`src/common/rss_consts.svh`:
```
`ifndef RSS_CONSTS_SVH
`define RSS_CONSTS_SVH

// ----------------------------------------------------------------------
// Register map
// ----------------------------------------------------------------------
`define RSS_ADDR_W 8
`define RSS_CAUSE_OFF 8'h00
`define RSS_CAUSE_W 8
`define RSS_CAUSE_RST 8'h00
`define RSS_POR_BIT 0
`define RSS_PIN_BIT 1
`define RSS_BOD_BIT 2
`define RSS_WDT_BIT 3
`define RSS_SLEEP_BIT 5
`define RSS_READ_MASK 8'h2F

// ----------------------------------------------------------------------
// Bus answers
// ----------------------------------------------------------------------
`define RSS_RESP_OKAY 2'h0
`define RSS_RESP_SLVERR 2'h2

// ----------------------------------------------------------------------
// Timing
// ----------------------------------------------------------------------
`define RSS_CLK_MHZ 250
`define RSS_BOD_MIN_NS 2000
`define RSS_BOD_MIN_CYC ((`RSS_BOD_MIN_NS * `RSS_CLK_MHZ) / 1000)
`define RSS_PIN_MIN_NS 50
`define RSS_PIN_MIN_CYC ((`RSS_PIN_MIN_NS * `RSS_CLK_MHZ + 999) / 1000)
`define RSS_TOUT_BASE_CYC 4096
`define RSS_TOUT_SHIFT 2
`define RSS_RESET_VECTOR 16'h0000

`endif

```
`src/common/rss_pkg.sv`:
```
package rss_pkg;

  // --------------------------------------------------------------------
  // Sequencer states, Gray coded along hold, stretch, run.
  // --------------------------------------------------------------------
  typedef enum logic [1:0] {
    RSS_ST_HOLD = 2'h0,
    RSS_ST_STRETCH = 2'h1,
    RSS_ST_RUN = 2'h3
  } rss_state_t;

  // --------------------------------------------------------------------
  // One indication per reset source.
  // --------------------------------------------------------------------
  typedef struct packed {
    logic wdt;
    logic bod;
    logic pin;
    logic por;
  } rss_src_t;

endpackage : rss_pkg

```
`src/logic/rss_top.sv`:
```
// Design decisions made here: the register offsets and the AXI4-Lite slave port.
`timescale 1ns/1ns
`include "rss_consts.svh"

// What this block does
// - Hold I/O reset, then load reset vector.
// - I/O reset set asynchronously by power-on or pin source.
// - Stretch reset by fuse-selected time-out after release.
// - Four sources: power-on, pin, watchdog, brown-out.
// - Watchdog expiry resets only while enabled.
// - Power-on detector reasserts reset immediately.
// - Low reset pin sets I/O reset even without clock.
// - Pin release waits full time-out.
// - Brown-out acts only with enable fuse.
// - Level fuse selects brown-out trigger level.
// - Brown-out dips shorter than minimum ignored.
// - Brown-out clear waits full time-out.
// - Watchdog reset pulse one clock long.
// - Watchdog flag set; cleared by power-on, write.
// - Brown-out flag set; cleared by power-on, write.
// - Pin flag set; cleared by power-on, write.
// - Power-on flag set; cleared only by software write or aresetn.
// - Bit 5 sleep select; others unused, zero.

module rss_top #(
  parameter int TOUT_BASE = `RSS_TOUT_BASE_CYC,
  parameter int BOD_MIN_CYC = `RSS_BOD_MIN_CYC,
  parameter logic [15:0] RESET_VECTOR = `RSS_RESET_VECTOR
) (
  input wire logic aclk,
  input wire logic aresetn,
  input wire logic por_detect,
  input wire logic ext_reset_n,
  input wire logic wdt_expire,
  input wire logic wdt_enable,
  input wire logic brownout_below,
  input wire logic brownout_enable_fuse,
  input wire logic brownout_level_fuse,
  input wire logic [1:0] clock_select_fuse,
  output logic cpu_reset_q,
  output logic io_reset_q,
  output logic vector_load_q,
  output logic [15:0] reset_vector_q,
  output logic bod_level_high_q,
  output logic sleep_select_top_bit_q,
  input wire logic [`RSS_ADDR_W-1:0] s_axi_awaddr,
  input wire logic s_axi_awvalid,
  output logic s_axi_awready,
  input wire logic [31:0] s_axi_wdata,
  input wire logic [3:0] s_axi_wstrb,
  input wire logic s_axi_wvalid,
  output logic s_axi_wready,
  output logic [1:0] s_axi_bresp,
  output logic s_axi_bvalid,
  input wire logic s_axi_bready,
  input wire logic [`RSS_ADDR_W-1:0] s_axi_araddr,
  input wire logic s_axi_arvalid,
  output logic s_axi_arready,
  output logic [31:0] s_axi_rdata,
  output logic [1:0] s_axi_rresp,
  output logic s_axi_rvalid,
  input wire logic s_axi_rready
);
  import rss_pkg::*;

  rss_state_t state_q;
  rss_state_t state_d;
  rss_src_t src;
  logic wdt_pulse_q;
  logic bod_trip;
  logic any_src;
  logic async_src;
  logic stretch_done;
  logic cpu_reset_d;
  logic [`RSS_CAUSE_W-1:0] cause_q;
  logic [`RSS_ADDR_W-1:0] awaddr_q;
  logic [7:0] wdata_q;
  logic wstrb0_q;
  logic aw_held_q;
  logic w_held_q;
  logic do_write;
  logic wr_hit;
  logic wr_clr_por;
  logic wdt_seen_q;
  logic aw_held_d;
  logic w_held_d;
  logic bvalid_d;
  logic rvalid_d;

  initial begin
    if (TOUT_BASE < 8 || BOD_MIN_CYC < 1) begin
      $error("Time-out or brown-out count too small.");
    end
  end

  function automatic logic reg_hit(input logic [`RSS_ADDR_W-1:0] a);
    reg_hit = (a == `RSS_CAUSE_OFF);
  endfunction : reg_hit

  // ----------------------------------------------------------------------
  // Reset sources.
  // ----------------------------------------------------------------------
  always_ff @(posedge aclk) begin
    if (!aresetn) begin
      wdt_pulse_q <= 1'b0;
      wdt_seen_q <= 1'b0;
    end else begin
      wdt_seen_q <= wdt_expire & wdt_enable;
      wdt_pulse_q <= wdt_expire & wdt_enable & ~wdt_seen_q;
    end
  end

  rss_bod_filter #(
    .MIN_CYC(BOD_MIN_CYC),
    .CNT_W(12)
  ) u_bod_filter (
    .aclk(aclk),
    .aresetn(aresetn),
    .enable(brownout_enable_fuse),
    .below(brownout_below),
    .trip_q(bod_trip)
  );

  always_comb begin
    src.por = por_detect;
    src.pin = ~ext_reset_n;
    src.wdt = wdt_pulse_q;
    src.bod = bod_trip;
  end

  assign any_src = |src;
  assign async_src = por_detect | ~ext_reset_n;

  always_ff @(posedge aclk) begin
    if (!aresetn) begin
      bod_level_high_q <= 1'b0;
    end else begin
      bod_level_high_q <= brownout_level_fuse;
    end
  end

  // ----------------------------------------------------------------------
  // Stretch counter and sequencer.
  // ----------------------------------------------------------------------
  rss_stretch #(
    .TOUT_BASE(TOUT_BASE),
    .CNT_W(24)
  ) u_stretch (
    .aclk(aclk),
    .aresetn(aresetn),
    .restart(any_src),
    .sel(clock_select_fuse),
    .done_q(stretch_done)
  );

  always_comb begin
    state_d = state_q;
    case (state_q)
      RSS_ST_HOLD: begin
        if (!any_src) begin
          state_d = RSS_ST_STRETCH;
        end
      end
      RSS_ST_STRETCH: begin
        if (any_src) begin
          state_d = RSS_ST_HOLD;
        end else if (stretch_done) begin
          state_d = RSS_ST_RUN;
        end
      end
      RSS_ST_RUN: begin
        if (any_src) begin
          state_d = RSS_ST_HOLD;
        end
      end
      default: begin
        state_d = RSS_ST_HOLD;
      end
    endcase
  end

  assign cpu_reset_d = (state_d != RSS_ST_RUN);

  always_ff @(posedge aclk) begin
    if (!aresetn) begin
      state_q <= RSS_ST_HOLD;
    end else begin
      state_q <= state_d;
    end
  end

  always_ff @(posedge aclk) begin
    if (!aresetn) begin
      cpu_reset_q <= 1'b1;
      vector_load_q <= 1'b0;
      reset_vector_q <= RESET_VECTOR;
    end else begin
      cpu_reset_q <= cpu_reset_d;
      vector_load_q <= cpu_reset_q & ~cpu_reset_d;
      reset_vector_q <= RESET_VECTOR;
    end
  end

  // ----------------------------------------------------------------------
  // I/O port reset, set at once by the power-on and pin sources.
  // ----------------------------------------------------------------------
  always_ff @(posedge aclk or posedge async_src) begin
    if (async_src) begin
      io_reset_q <= 1'b1;
    end else if (!aresetn) begin
      io_reset_q <= 1'b1;
    end else begin
      io_reset_q <= cpu_reset_d;
    end
  end

  // ----------------------------------------------------------------------
  // AXI4-Lite write path.
  // ----------------------------------------------------------------------
  assign aw_held_d = (s_axi_awvalid & s_axi_awready) |
    (aw_held_q & ~do_write);
  assign w_held_d = (s_axi_wvalid & s_axi_wready) |
    (w_held_q & ~do_write);
  assign bvalid_d = do_write | (s_axi_bvalid & ~s_axi_bready);
  assign rvalid_d = (s_axi_arvalid & s_axi_arready) |
    (s_axi_rvalid & ~s_axi_rready);
  assign do_write = aw_held_q & w_held_q & ~s_axi_bvalid;
  assign wr_hit = do_write & reg_hit(awaddr_q) & wstrb0_q;
  assign wr_clr_por = wr_hit & ~wdata_q[`RSS_POR_BIT];

  always_ff @(posedge aclk) begin
    if (!aresetn) begin
      aw_held_q <= 1'b0;
      awaddr_q <= '0;
    end else if (s_axi_awvalid && s_axi_awready) begin
      aw_held_q <= 1'b1;
      awaddr_q <= s_axi_awaddr;
    end else if (do_write) begin
      aw_held_q <= 1'b0;
    end
  end

  always_ff @(posedge aclk) begin
    if (!aresetn) begin
      w_held_q <= 1'b0;
      wdata_q <= '0;
      wstrb0_q <= 1'b0;
    end else if (s_axi_wvalid && s_axi_wready) begin
      w_held_q <= 1'b1;
      wdata_q <= s_axi_wdata[7:0];
      wstrb0_q <= s_axi_wstrb[0];
    end else if (do_write) begin
      w_held_q <= 1'b0;
    end
  end

  always_ff @(posedge aclk) begin
    if (!aresetn) begin
      s_axi_bvalid <= 1'b0;
      s_axi_bresp <= `RSS_RESP_OKAY;
    end else if (do_write) begin
      s_axi_bvalid <= 1'b1;
      s_axi_bresp <= reg_hit(awaddr_q) ? `RSS_RESP_OKAY : `RSS_RESP_SLVERR;
    end else if (s_axi_bready) begin
      s_axi_bvalid <= 1'b0;
    end
  end

  // ----------------------------------------------------------------------
  // AXI4-Lite ready signals and read path.
  // ----------------------------------------------------------------------
  always_ff @(posedge aclk) begin
    if (!aresetn) begin
      s_axi_awready <= 1'b1;
      s_axi_wready <= 1'b1;
      s_axi_arready <= 1'b1;
    end else begin
      s_axi_awready <= ~aw_held_d & ~bvalid_d;
      s_axi_wready <= ~w_held_d & ~bvalid_d;
      s_axi_arready <= ~rvalid_d;
    end
  end

  always_ff @(posedge aclk) begin
    if (!aresetn) begin
      s_axi_rvalid <= 1'b0;
      s_axi_rdata <= '0;
      s_axi_rresp <= `RSS_RESP_OKAY;
    end else if (s_axi_arvalid && s_axi_arready) begin
      s_axi_rvalid <= 1'b1;
      if (reg_hit(s_axi_araddr)) begin
        s_axi_rdata <= {24'h000000, cause_q & `RSS_READ_MASK};
        s_axi_rresp <= `RSS_RESP_OKAY;
      end else begin
        s_axi_rdata <= '0;
        s_axi_rresp <= `RSS_RESP_SLVERR;
      end
    end else if (s_axi_rready) begin
      s_axi_rvalid <= 1'b0;
    end
  end

  // ----------------------------------------------------------------------
  // Reset cause register; a setting event wins over a clearing write.
  // ----------------------------------------------------------------------
  always_ff @(posedge aclk) begin
    if (!aresetn) begin
      cause_q <= `RSS_CAUSE_RST;
    end else begin
      if (src.por) begin
        cause_q[`RSS_POR_BIT] <= 1'b1;
      end else if (wr_clr_por) begin
        cause_q[`RSS_POR_BIT] <= 1'b0;
      end
      if (src.por) begin
        cause_q[`RSS_WDT_BIT] <= 1'b0;
        cause_q[`RSS_BOD_BIT] <= 1'b0;
        cause_q[`RSS_PIN_BIT] <= 1'b0;
      end else begin
        if (src.wdt) begin
          cause_q[`RSS_WDT_BIT] <= 1'b1;
        end else if (wr_hit && !wdata_q[`RSS_WDT_BIT]) begin
          cause_q[`RSS_WDT_BIT] <= 1'b0;
        end
        if (src.bod) begin
          cause_q[`RSS_BOD_BIT] <= 1'b1;
        end else if (wr_hit && !wdata_q[`RSS_BOD_BIT]) begin
          cause_q[`RSS_BOD_BIT] <= 1'b0;
        end
        if (src.pin) begin
          cause_q[`RSS_PIN_BIT] <= 1'b1;
        end else if (wr_hit && !wdata_q[`RSS_PIN_BIT]) begin
          cause_q[`RSS_PIN_BIT] <= 1'b0;
        end
      end
      if (wr_hit) begin
        cause_q[`RSS_SLEEP_BIT] <= wdata_q[`RSS_SLEEP_BIT];
      end
    end
  end

  always_ff @(posedge aclk) begin
    if (!aresetn) begin
      sleep_select_top_bit_q <= 1'b0;
    end else begin
      sleep_select_top_bit_q <= cause_q[`RSS_SLEEP_BIT];
    end
  end

  // ----------------------------------------------------------------------
  // Checks.
  // ----------------------------------------------------------------------
  AST_IO_ASYNC: assert property (@(posedge aclk) disable iff (!aresetn)
    async_src |-> io_reset_q)
    else $error("I/O reset not set while a pin or power source is active.");

  AST_WDT_GATE: assert property (@(posedge aclk) disable iff (!aresetn)
    wdt_expire && !wdt_enable |=> !wdt_pulse_q)
    else $error("Disabled watchdog produced a reset pulse.");

  AST_WDT_ONE: assert property (@(posedge aclk) disable iff (!aresetn)
    wdt_pulse_q |=> !wdt_pulse_q)
    else $error("Watchdog reset pulse longer than one cycle.");

  AST_POR_IMM: assert property (@(posedge aclk) disable iff (!aresetn)
    por_detect |=> cpu_reset_q && state_q == RSS_ST_HOLD)
    else $error("Power-on source did not hold reset at once.");

  AST_STRETCH: assert property (@(posedge aclk) disable iff (!aresetn)
    $fell(any_src) |-> cpu_reset_q [*8])
    else $error("Reset released before the time-out.");

  AST_RUN_NEEDS_DONE: assert property (@(posedge aclk) disable iff (!aresetn)
    $fell(cpu_reset_q) |-> $past(stretch_done) && !$past(any_src))
    else $error("Reset released without a finished stretch.");

  AST_BOD_EN: assert property (@(posedge aclk) disable iff (!aresetn)
    !brownout_enable_fuse |-> !bod_trip)
    else $error("Brown-out tripped with its fuse unprogrammed.");

  AST_POR_FLAGS: assert property (@(posedge aclk) disable iff (!aresetn)
    por_detect |=> cause_q[`RSS_POR_BIT] && cause_q[3:1] == 3'h0)
    else $error("Power-on did not set its flag and clear the rest.");

  AST_POR_KEEP: assert property (@(posedge aclk) disable iff (!aresetn)
    cause_q[`RSS_POR_BIT] && !wr_clr_por |=> cause_q[`RSS_POR_BIT])
    else $error("Power-on flag lost without a clearing write.");

  AST_PIN_FLAG: assert property (@(posedge aclk) disable iff (!aresetn)
    !ext_reset_n && !por_detect |=> cause_q[`RSS_PIN_BIT])
    else $error("Pin reset did not set its flag.");

  AST_RSVD_ZERO: assert property (@(posedge aclk) disable iff (!aresetn)
    s_axi_rvalid |-> s_axi_rdata[31:6] == 26'h0 && !s_axi_rdata[4])
    else $error("Unused cause bits read as one.");

endmodule : rss_top

```
`src/logic/rss_bod_filter.sv`:
```
`timescale 1ns/1ns
`include "rss_consts.svh"

module rss_bod_filter #(
  parameter int MIN_CYC = `RSS_BOD_MIN_CYC,
  parameter int CNT_W = 12
) (
  input wire logic aclk,
  input wire logic aresetn,
  input wire logic enable,
  input wire logic below,
  output logic trip_q
);
  import rss_pkg::*;

  logic [CNT_W-1:0] cnt_q;
  logic active;

  initial begin
    if (MIN_CYC < 1 || MIN_CYC >= (1 << CNT_W)) begin
      $error("MIN_CYC does not fit the filter counter.");
    end
  end

  assign active = enable & below;

  // ----------------------------------------------------------------------
  // Dip length counter.
  // ----------------------------------------------------------------------
  always_ff @(posedge aclk) begin
    if (!aresetn || !active) begin
      cnt_q <= '0;
    end else if (cnt_q != MIN_CYC[CNT_W-1:0]) begin
      cnt_q <= cnt_q + 1'b1;
    end
  end

  always_ff @(posedge aclk) begin
    if (!aresetn || !active) begin
      trip_q <= 1'b0;
    end else if (cnt_q == MIN_CYC[CNT_W-1:0]) begin
      trip_q <= 1'b1;
    end
  end

  AST_BOD_SHORT: assert property (@(posedge aclk) disable iff (!aresetn)
    $rose(trip_q) |-> $past(active) && $past(cnt_q) == MIN_CYC[CNT_W-1:0])
    else $error("Brown-out trip without a long enough dip.");

endmodule : rss_bod_filter

```
`src/logic/rss_stretch.sv`:
```
`timescale 1ns/1ns
`include "rss_consts.svh"

module rss_stretch #(
  parameter int TOUT_BASE = `RSS_TOUT_BASE_CYC,
  parameter int CNT_W = 24
) (
  input wire logic aclk,
  input wire logic aresetn,
  input wire logic restart,
  input wire logic [1:0] sel,
  output logic done_q
);
  import rss_pkg::*;

  logic [CNT_W-1:0] cnt_q;
  logic [CNT_W-1:0] target;

  initial begin
    if (TOUT_BASE < 8 ||
        (64'(TOUT_BASE) << (3 * `RSS_TOUT_SHIFT)) >= (64'h1 << CNT_W)) begin
      $error("TOUT_BASE does not fit the stretch counter.");
    end
  end

  function automatic logic [CNT_W-1:0] tout_cycles(input logic [1:0] s);
    tout_cycles = CNT_W'(TOUT_BASE) << (`RSS_TOUT_SHIFT * s);
  endfunction : tout_cycles

  assign target = tout_cycles(sel);

  // ----------------------------------------------------------------------
  // Time-out counter, restarted by any active source.
  // ----------------------------------------------------------------------
  always_ff @(posedge aclk) begin
    if (!aresetn || restart) begin
      cnt_q <= '0;
      done_q <= 1'b0;
    end else if (!done_q) begin
      if (cnt_q == target - 1'b1) begin
        done_q <= 1'b1;
      end else begin
        cnt_q <= cnt_q + 1'b1;
      end
    end
  end

endmodule : rss_stretch

```
`config.mk`:
```
export PLATFORM = sky130hd
export DESIGN_NAME = rss_top
export DESIGN_NICKNAME = d
export VERILOG_FILES = /design/src/common/rss_pkg.sv /design/src/logic/rss_top.sv /design/src/logic/rss_bod_filter.sv /design/src/logic/rss_stretch.sv
export VERILOG_INCLUDE_DIRS = /design/src /design/src/common
export SDC_FILE = /design/constraint.sdc
export NUM_CORES = 1
export LEC_CHECK = 0
export ABC_AREA = 1
export BUFFER_PORTS_ARGS = -buffer_cell sky130_fd_sc_hd__buf_2
export CAP_MARGIN = 20
export CORE_ASPECT_RATIO = 0.5
export CORE_UTILIZATION = 45
export DETAILED_ROUTE_END_ITERATION = 16
export PLACE_DENSITY = 0.81
export SETUP_SLACK_MARGIN = 0.1
export SYNTH_ARGS = -nofsm -noshare
export SYNTH_HDL_FRONTEND = slang
export SYNTH_SLANG_ARGS = --single-unit
```
`constraint.sdc`:
```
create_clock -name aclk -period 1.67 [get_ports aclk]
set_clock_uncertainty 0.1 [all_clocks]
set_input_delay 0.501 -clock aclk [delete_from_list [all_inputs] [get_ports aclk]]
set_output_delay 0.501 -clock aclk [all_outputs]
set_load 0.01 [all_outputs]
```
After elaboration in Yosys (flattened, before gate mapping)
Index checks and enable logic that the tools add are counted.

storage, ports and cells
  register bits = 110
  output and inout bits = 62
  logic and storage cells = 131

operators by class
  $add $sub $neg = 3
  equal/unequal tests = 7
  shift operators = 1
  multiplexer cells = 26
  bitwise operators = 38
  reductions and logical operators = 26

operators with widths
  kind                                                                    number
  24-bit by 1-bit adder with 24-bit output, second input constant         1
  24-bit equality test                                                    1
  13-bit by 3-bit left shift with 24-bit output, first input constant     1
  24-bit by 1-bit subtractor with 24-bit output, second input constant    1
  1-bit bitwise AND                                                       18
  1-bit two-way mux                                                       18
  8-bit logical NOT                                                       2
  1-bit inverter                                                          15
  2-bit nonzero test                                                      7
  12-bit by 1-bit adder with 12-bit output, second input constant         1
  12-bit by 9-bit equality test with 1-bit output, second input constant  1
  2-bit two-way mux                                                       6
  12-bit by 9-bit != test with 1-bit output, second input constant        1
  1-bit logical AND                                                       6
  6-bit two-way mux                                                       1
  2-bit one-hot mux with 3 select lines                                   1
  1-bit logical NOT                                                       5
  1-bit bitwise OR                                                        5
  4-bit OR reduction                                                      1
  2-bit by 1-bit equality test with 1-bit output, second input constant   1
  2-bit equality test, second input constant                              1
  2-bit logical NOT                                                       1
  1-bit logical OR                                                        2
  2-bit by 1-bit != test with 1-bit output, second input constant         1
  other kinds (3)                                                         3

Logic depth before layout (Yosys ltp)
  depth after elaboration = 7
  depth in mapped cells = 14

Cells and area by module
From an unflattened synthesis, not the netlist that was laid out.

second synthesis, totals
  cells, all modules = 605
  area, all modules = 4289.1 um2

modules (own cells, without submodules)
  module          times used  cells an instance  area each (um2)  sequential area each (um2)
  rss_top         1           231                1835.5           847.1
  rss_stretch     1           278                1752.9           500.5
  rss_bod_filter  1           96                 700.7            260.2

Worst setup path before layout
No wires, ideal clock.

  kind = input-to-reg
  from = in clock_select_fuse[1]
  to = reg u_stretch.cnt_q[19]
  library setup time = 0.138 ns
  arrival = 1.745 ns
  setup slack = -0.312 ns
  stages = 12
  buffers on the path = 1
  cell sequence = nor2_1 inv_1 ha_1 nand2_1 inv_1 nor2_1 nand2_1 nor2_2 nand2_4 buf_2 nand3_1 a21oi_2

on the way
  word-level cells in the longest chain between the ends = 5

ends and longest elaborated chain
  what                                           line               source
  start, declared                                rss_top.sv:39      input wire logic [1:0] clock_select_fuse,
  13-bit by 3-bit left shift with 24-bit output  rss_stretch.sv:27  tout_cycles = CNT_W'(TOUT_BASE) << (`RSS_TOUT_SHIFT * s);
  24-bit by 1-bit subtractor with 24-bit output  rss_stretch.sv:40  if (cnt_q == target - 1'b1) begin
  24-bit equality test                           rss_stretch.sv:40
  1-bit inverter (no source line)                -
  2-bit AND reduction (no source line)           -
  end signal, assigned                           rss_stretch.sv:43  cnt_q <= cnt_q + 1'b1;
  end, declared                                  rss_stretch.sv:16  logic [CNT_W-1:0] cnt_q;

Every way passes these cells.
A chain may end at the register's enable or synchronous reset.

Worst setup path in the final report
  from = in clock_select_fuse[0]
  to = reg u_stretch.cnt_q[10]

The elaborated chain is that of the path after synthesis.

==> metrics.cfg <==
[run_status]
status=finished, violations left
violations=setup timing

[finish]
stdcell_area_um2=5110
n_fill_cell=798
drive_gt1_share_pct=24.9
finish.utilization_pct=58.3
seqCellArea_um2=1610
antenna_cells=0
nNetsFinal=753
syn2layout_area_growth_pct=24.4
multiInputGateArea_um2=2260

[power]
p_leak_nw=2.18
internal_power_mw=3.14
irDropWorstVdd_mv=0.643
p_sw_mw=1.00
comb_power_share_pct=7.7
pwr-share-seq_pct=48.3
power_density_nw_per_um2=810
finalPower_mw=4.14
swShare_pct=24.2
clkPwrFrac_pct=44.0

[sta]
max_freq_mhz=550
slew_headroom_pct=57.2
finalCritPeriodShare_pct=109
setup_ws_ns=-0.147
tightestPinTransition_ns=0.641
drv_slew=0
rsz0062_at_grt=true
setup_viol=25
hold_violations=0
min_period_ns=1.82

[route]
routed_via_density=4.78
drtIter0Drc=293
wirelength_um=9460
wl_per_cell_um=11.8
final_antenna_net_count=0
vias=3836
route.detailed.drc=0
dr.pass1.iters=4

[setup_path]
worst-path-stages=14
crit_buf_inv=4
worstSetupEndpointType=flip-flop
rrSetupSlack_ns=-0.04
cp_slowest_cell=ha_4
critical_path.endpoint=u_stretch.cnt_q[10]
timing.rr.start=u_stretch.cnt_q[0]
critPathLaunch=clock_select_fuse[0]
crit_fanout=7
path_cells=buf_8, nor2_4, inv_2, ha_4, inv_2, nand2_2, nand2_1, nor2_1, nand2_1, nor2_2, nand2_4, clkbuf_16, nand3_2, a21oi_1
reg2reg_depth=9
cp_data_arrival_time_ns=1.94
critical_path.startpoint_type=input port
cp_top_family=simple AND/OR/NAND/NOR gates
r2r-end=u_stretch.cnt_q[10]
critical_path_class=input port to flip-flop
crit_path_max_incr_delay_ns=0.26
cp_data_required_time_ns=1.79

[yosys]
synth_top_cells_by_count=127 x nand2_1, 92 x nor2_1, 79 x dfxtp_1
synth_area_leaders=dfxtp_1 38%, nand2_1 12%, nor2_1 8.4%
yosys.area_share.xor_xnor_pct=2.77
synth-compound-area-share_pct=9.98
synth.most_common_cell=nand2_1
synth.distinct_cells=31
synthArstFlopShare_pct=1.25
synth_cells=589
yosysSeqAreaShare_pct=39.1
synth_area_per_cell_um2=6.98
synthMuxAreaShare_pct=0
yosysWarnings=0
synth_edf_count=0
ys.flop_type=dfxtp_1
ys_seq_elements=80
synth_fa_ha_area_share_pct=1.22
synth-simple-area-share_pct=31.6
synth_area_um2=4110
yosys.area.top_type=dfxtp_1
yosysTopAreaCellShare_pct=38.5
synth_top_family_by_area=simple AND/OR/NAND/NOR gates

[grt]
grt_pass1_vias=3474
gr-total-overflow=0
antenna_found_initial=0
track_usage_pct=20.6
grt_pass1_wl_um=15400
grt_max_degree=16

[min_path]
worstHoldStart=brownout_level_fuse
hp-class=input port to flip-flop

[placed_design]
io_buffers=54
hpwl_um=6640
dp_slack_ns=-0.540
routabilityCongestion=0.918
dpl-instance-area_um2=4560

[clock_tree]
cts_buffers=9
cts_tree=built
cts_root_buf=clkbuf_16
path_clk_slew_ns=0.06
cts_sinks=80
cts_max_level=3
postCtsHoldBufs=0
ctsLongestPathBuffers=2
clock_latency_ns=0.34

[floorplanning]
core_region_area_um2=8770
initial_core_util_pct=46.9
die-height_um=69.6
pin_count=130
die_w_um=137
row_count=24
die-area_um2=9540

[run]
drv_cap=0

layout by cell type, fill, tap and decap left out, types with 10 or more instances in the layout:
cell type / n
inv_1: 56
dfxtp_1: 79
buf_4: 33
a21oi_2: 12
a21oi_1: 34
nand2_2: 12
o21ai_0: 26
nand2_1: 125
nor2_1: 89
buf_2: 51
clkbuf_16: 10
conb_1: 45
nand3_1: 27
nand3_2: 19
layout make-up:
cell class | instances | share of cell area (%)
clock buffers | 12 | 4.82
clock inverters | 4 | 0.587
inverters | 59 | 4.43
multi-input cells | 441 | 44.1
flip-flops and latches | 80 | 31.4
well taps | 117 | 2.86
repair buffers | 90 | 11.7
per-layer routing:
metal  vias to the layer above  part of all wire [%]  GRT usage (%)  wire [um]
met1                      1757                    45           24.7       4250
met5                         -                     0              0          0
li1                       1964                     -              -          -
met2                        98                    48           34.6       4560
met4                         0                   1.8           6.23        167
met3                        17                   5.0           7.16        471
repair_timing:
action / in CTS / in global routing
resized for setup: 10 / 37
pin swaps: 3 / 15
cloned: 2 / 2
endpoints found under the setup margin: 26 / 35
buffers inserted: 2 / 0
flip-flops by register name (all words and copies together), names as in the netlist, 2 cells and up:
register	flops
awaddr_q	8
u_bod_filter.cnt_q	12
state_q	2
wdata_q	5
s_axi_rdata	5
cause_q	5
u_stretch.cnt_q	24
through the flow:
step / instances / setup TNS (ns) / hold slack [ns]
floorplan: 633 / -5.78 / 0.274
global placement: 781 / -11.04 / 0.280
detailed placement: 781 / -11.84 / 0.281
CTS: 801 / -2.43 / 0.234
global route: 803 / -4.83 / 0.247
finish: 803 / -2.86 / 0.244
worst register-to-register path, stage by stage, from the launching register on:
cell and delay (ns):
dfxtp_1 0.33, ha_1 0.21, nand2_2 0.08, nor2_4 0.16, nand2_4 0.07, nor2_4 0.12, nand2_4 0.17, clkbuf_16 0.23
nand3_2 0.05, a21oi_1 0.07
worst min path at each step:
| stage | end | slack [ns] | depth (start not counted) |
|---|---|---|---|
| global placement | wdt_pulse_q | 0.28 | 1 |
| floorplan | wdt_pulse_q | 0.27 | 1 |
| detailed placement | wdt_pulse_q | 0.28 | 1 |
| CTS | bod_level_high_q | 0.23 | 3 |
| finish | bod_level_high_q | 0.24 | 3 |
| global route | bod_level_high_q | 0.25 | 3 |
cell families (layout without fill, tap and decap cells):
kind of cell             Yosys count  after routing
other                              1             45
buffers and inverters            115            165
XOR/XNOR                          13             13
AO/OA/AOI/OAI                     75             75
adder cells (fa/ha/maj)            4              4
flip-flops                        80             80
AND/OR/NAND/NOR                  301            304
power by group through the flow:
stage	Combinational [mW]	Clock [mW]	Sequential [mW]
after detailed placement	0.305	0	2.04
after global routing	0.367	1.94	2.01
after CTS	0.314	1.85	2.00
after global placement	0.295	0	2.04
final	0.320	1.82	2.00
after floorplan	0.262	0	2.04
No activity file was read; power rests on OpenSTA's default activity.
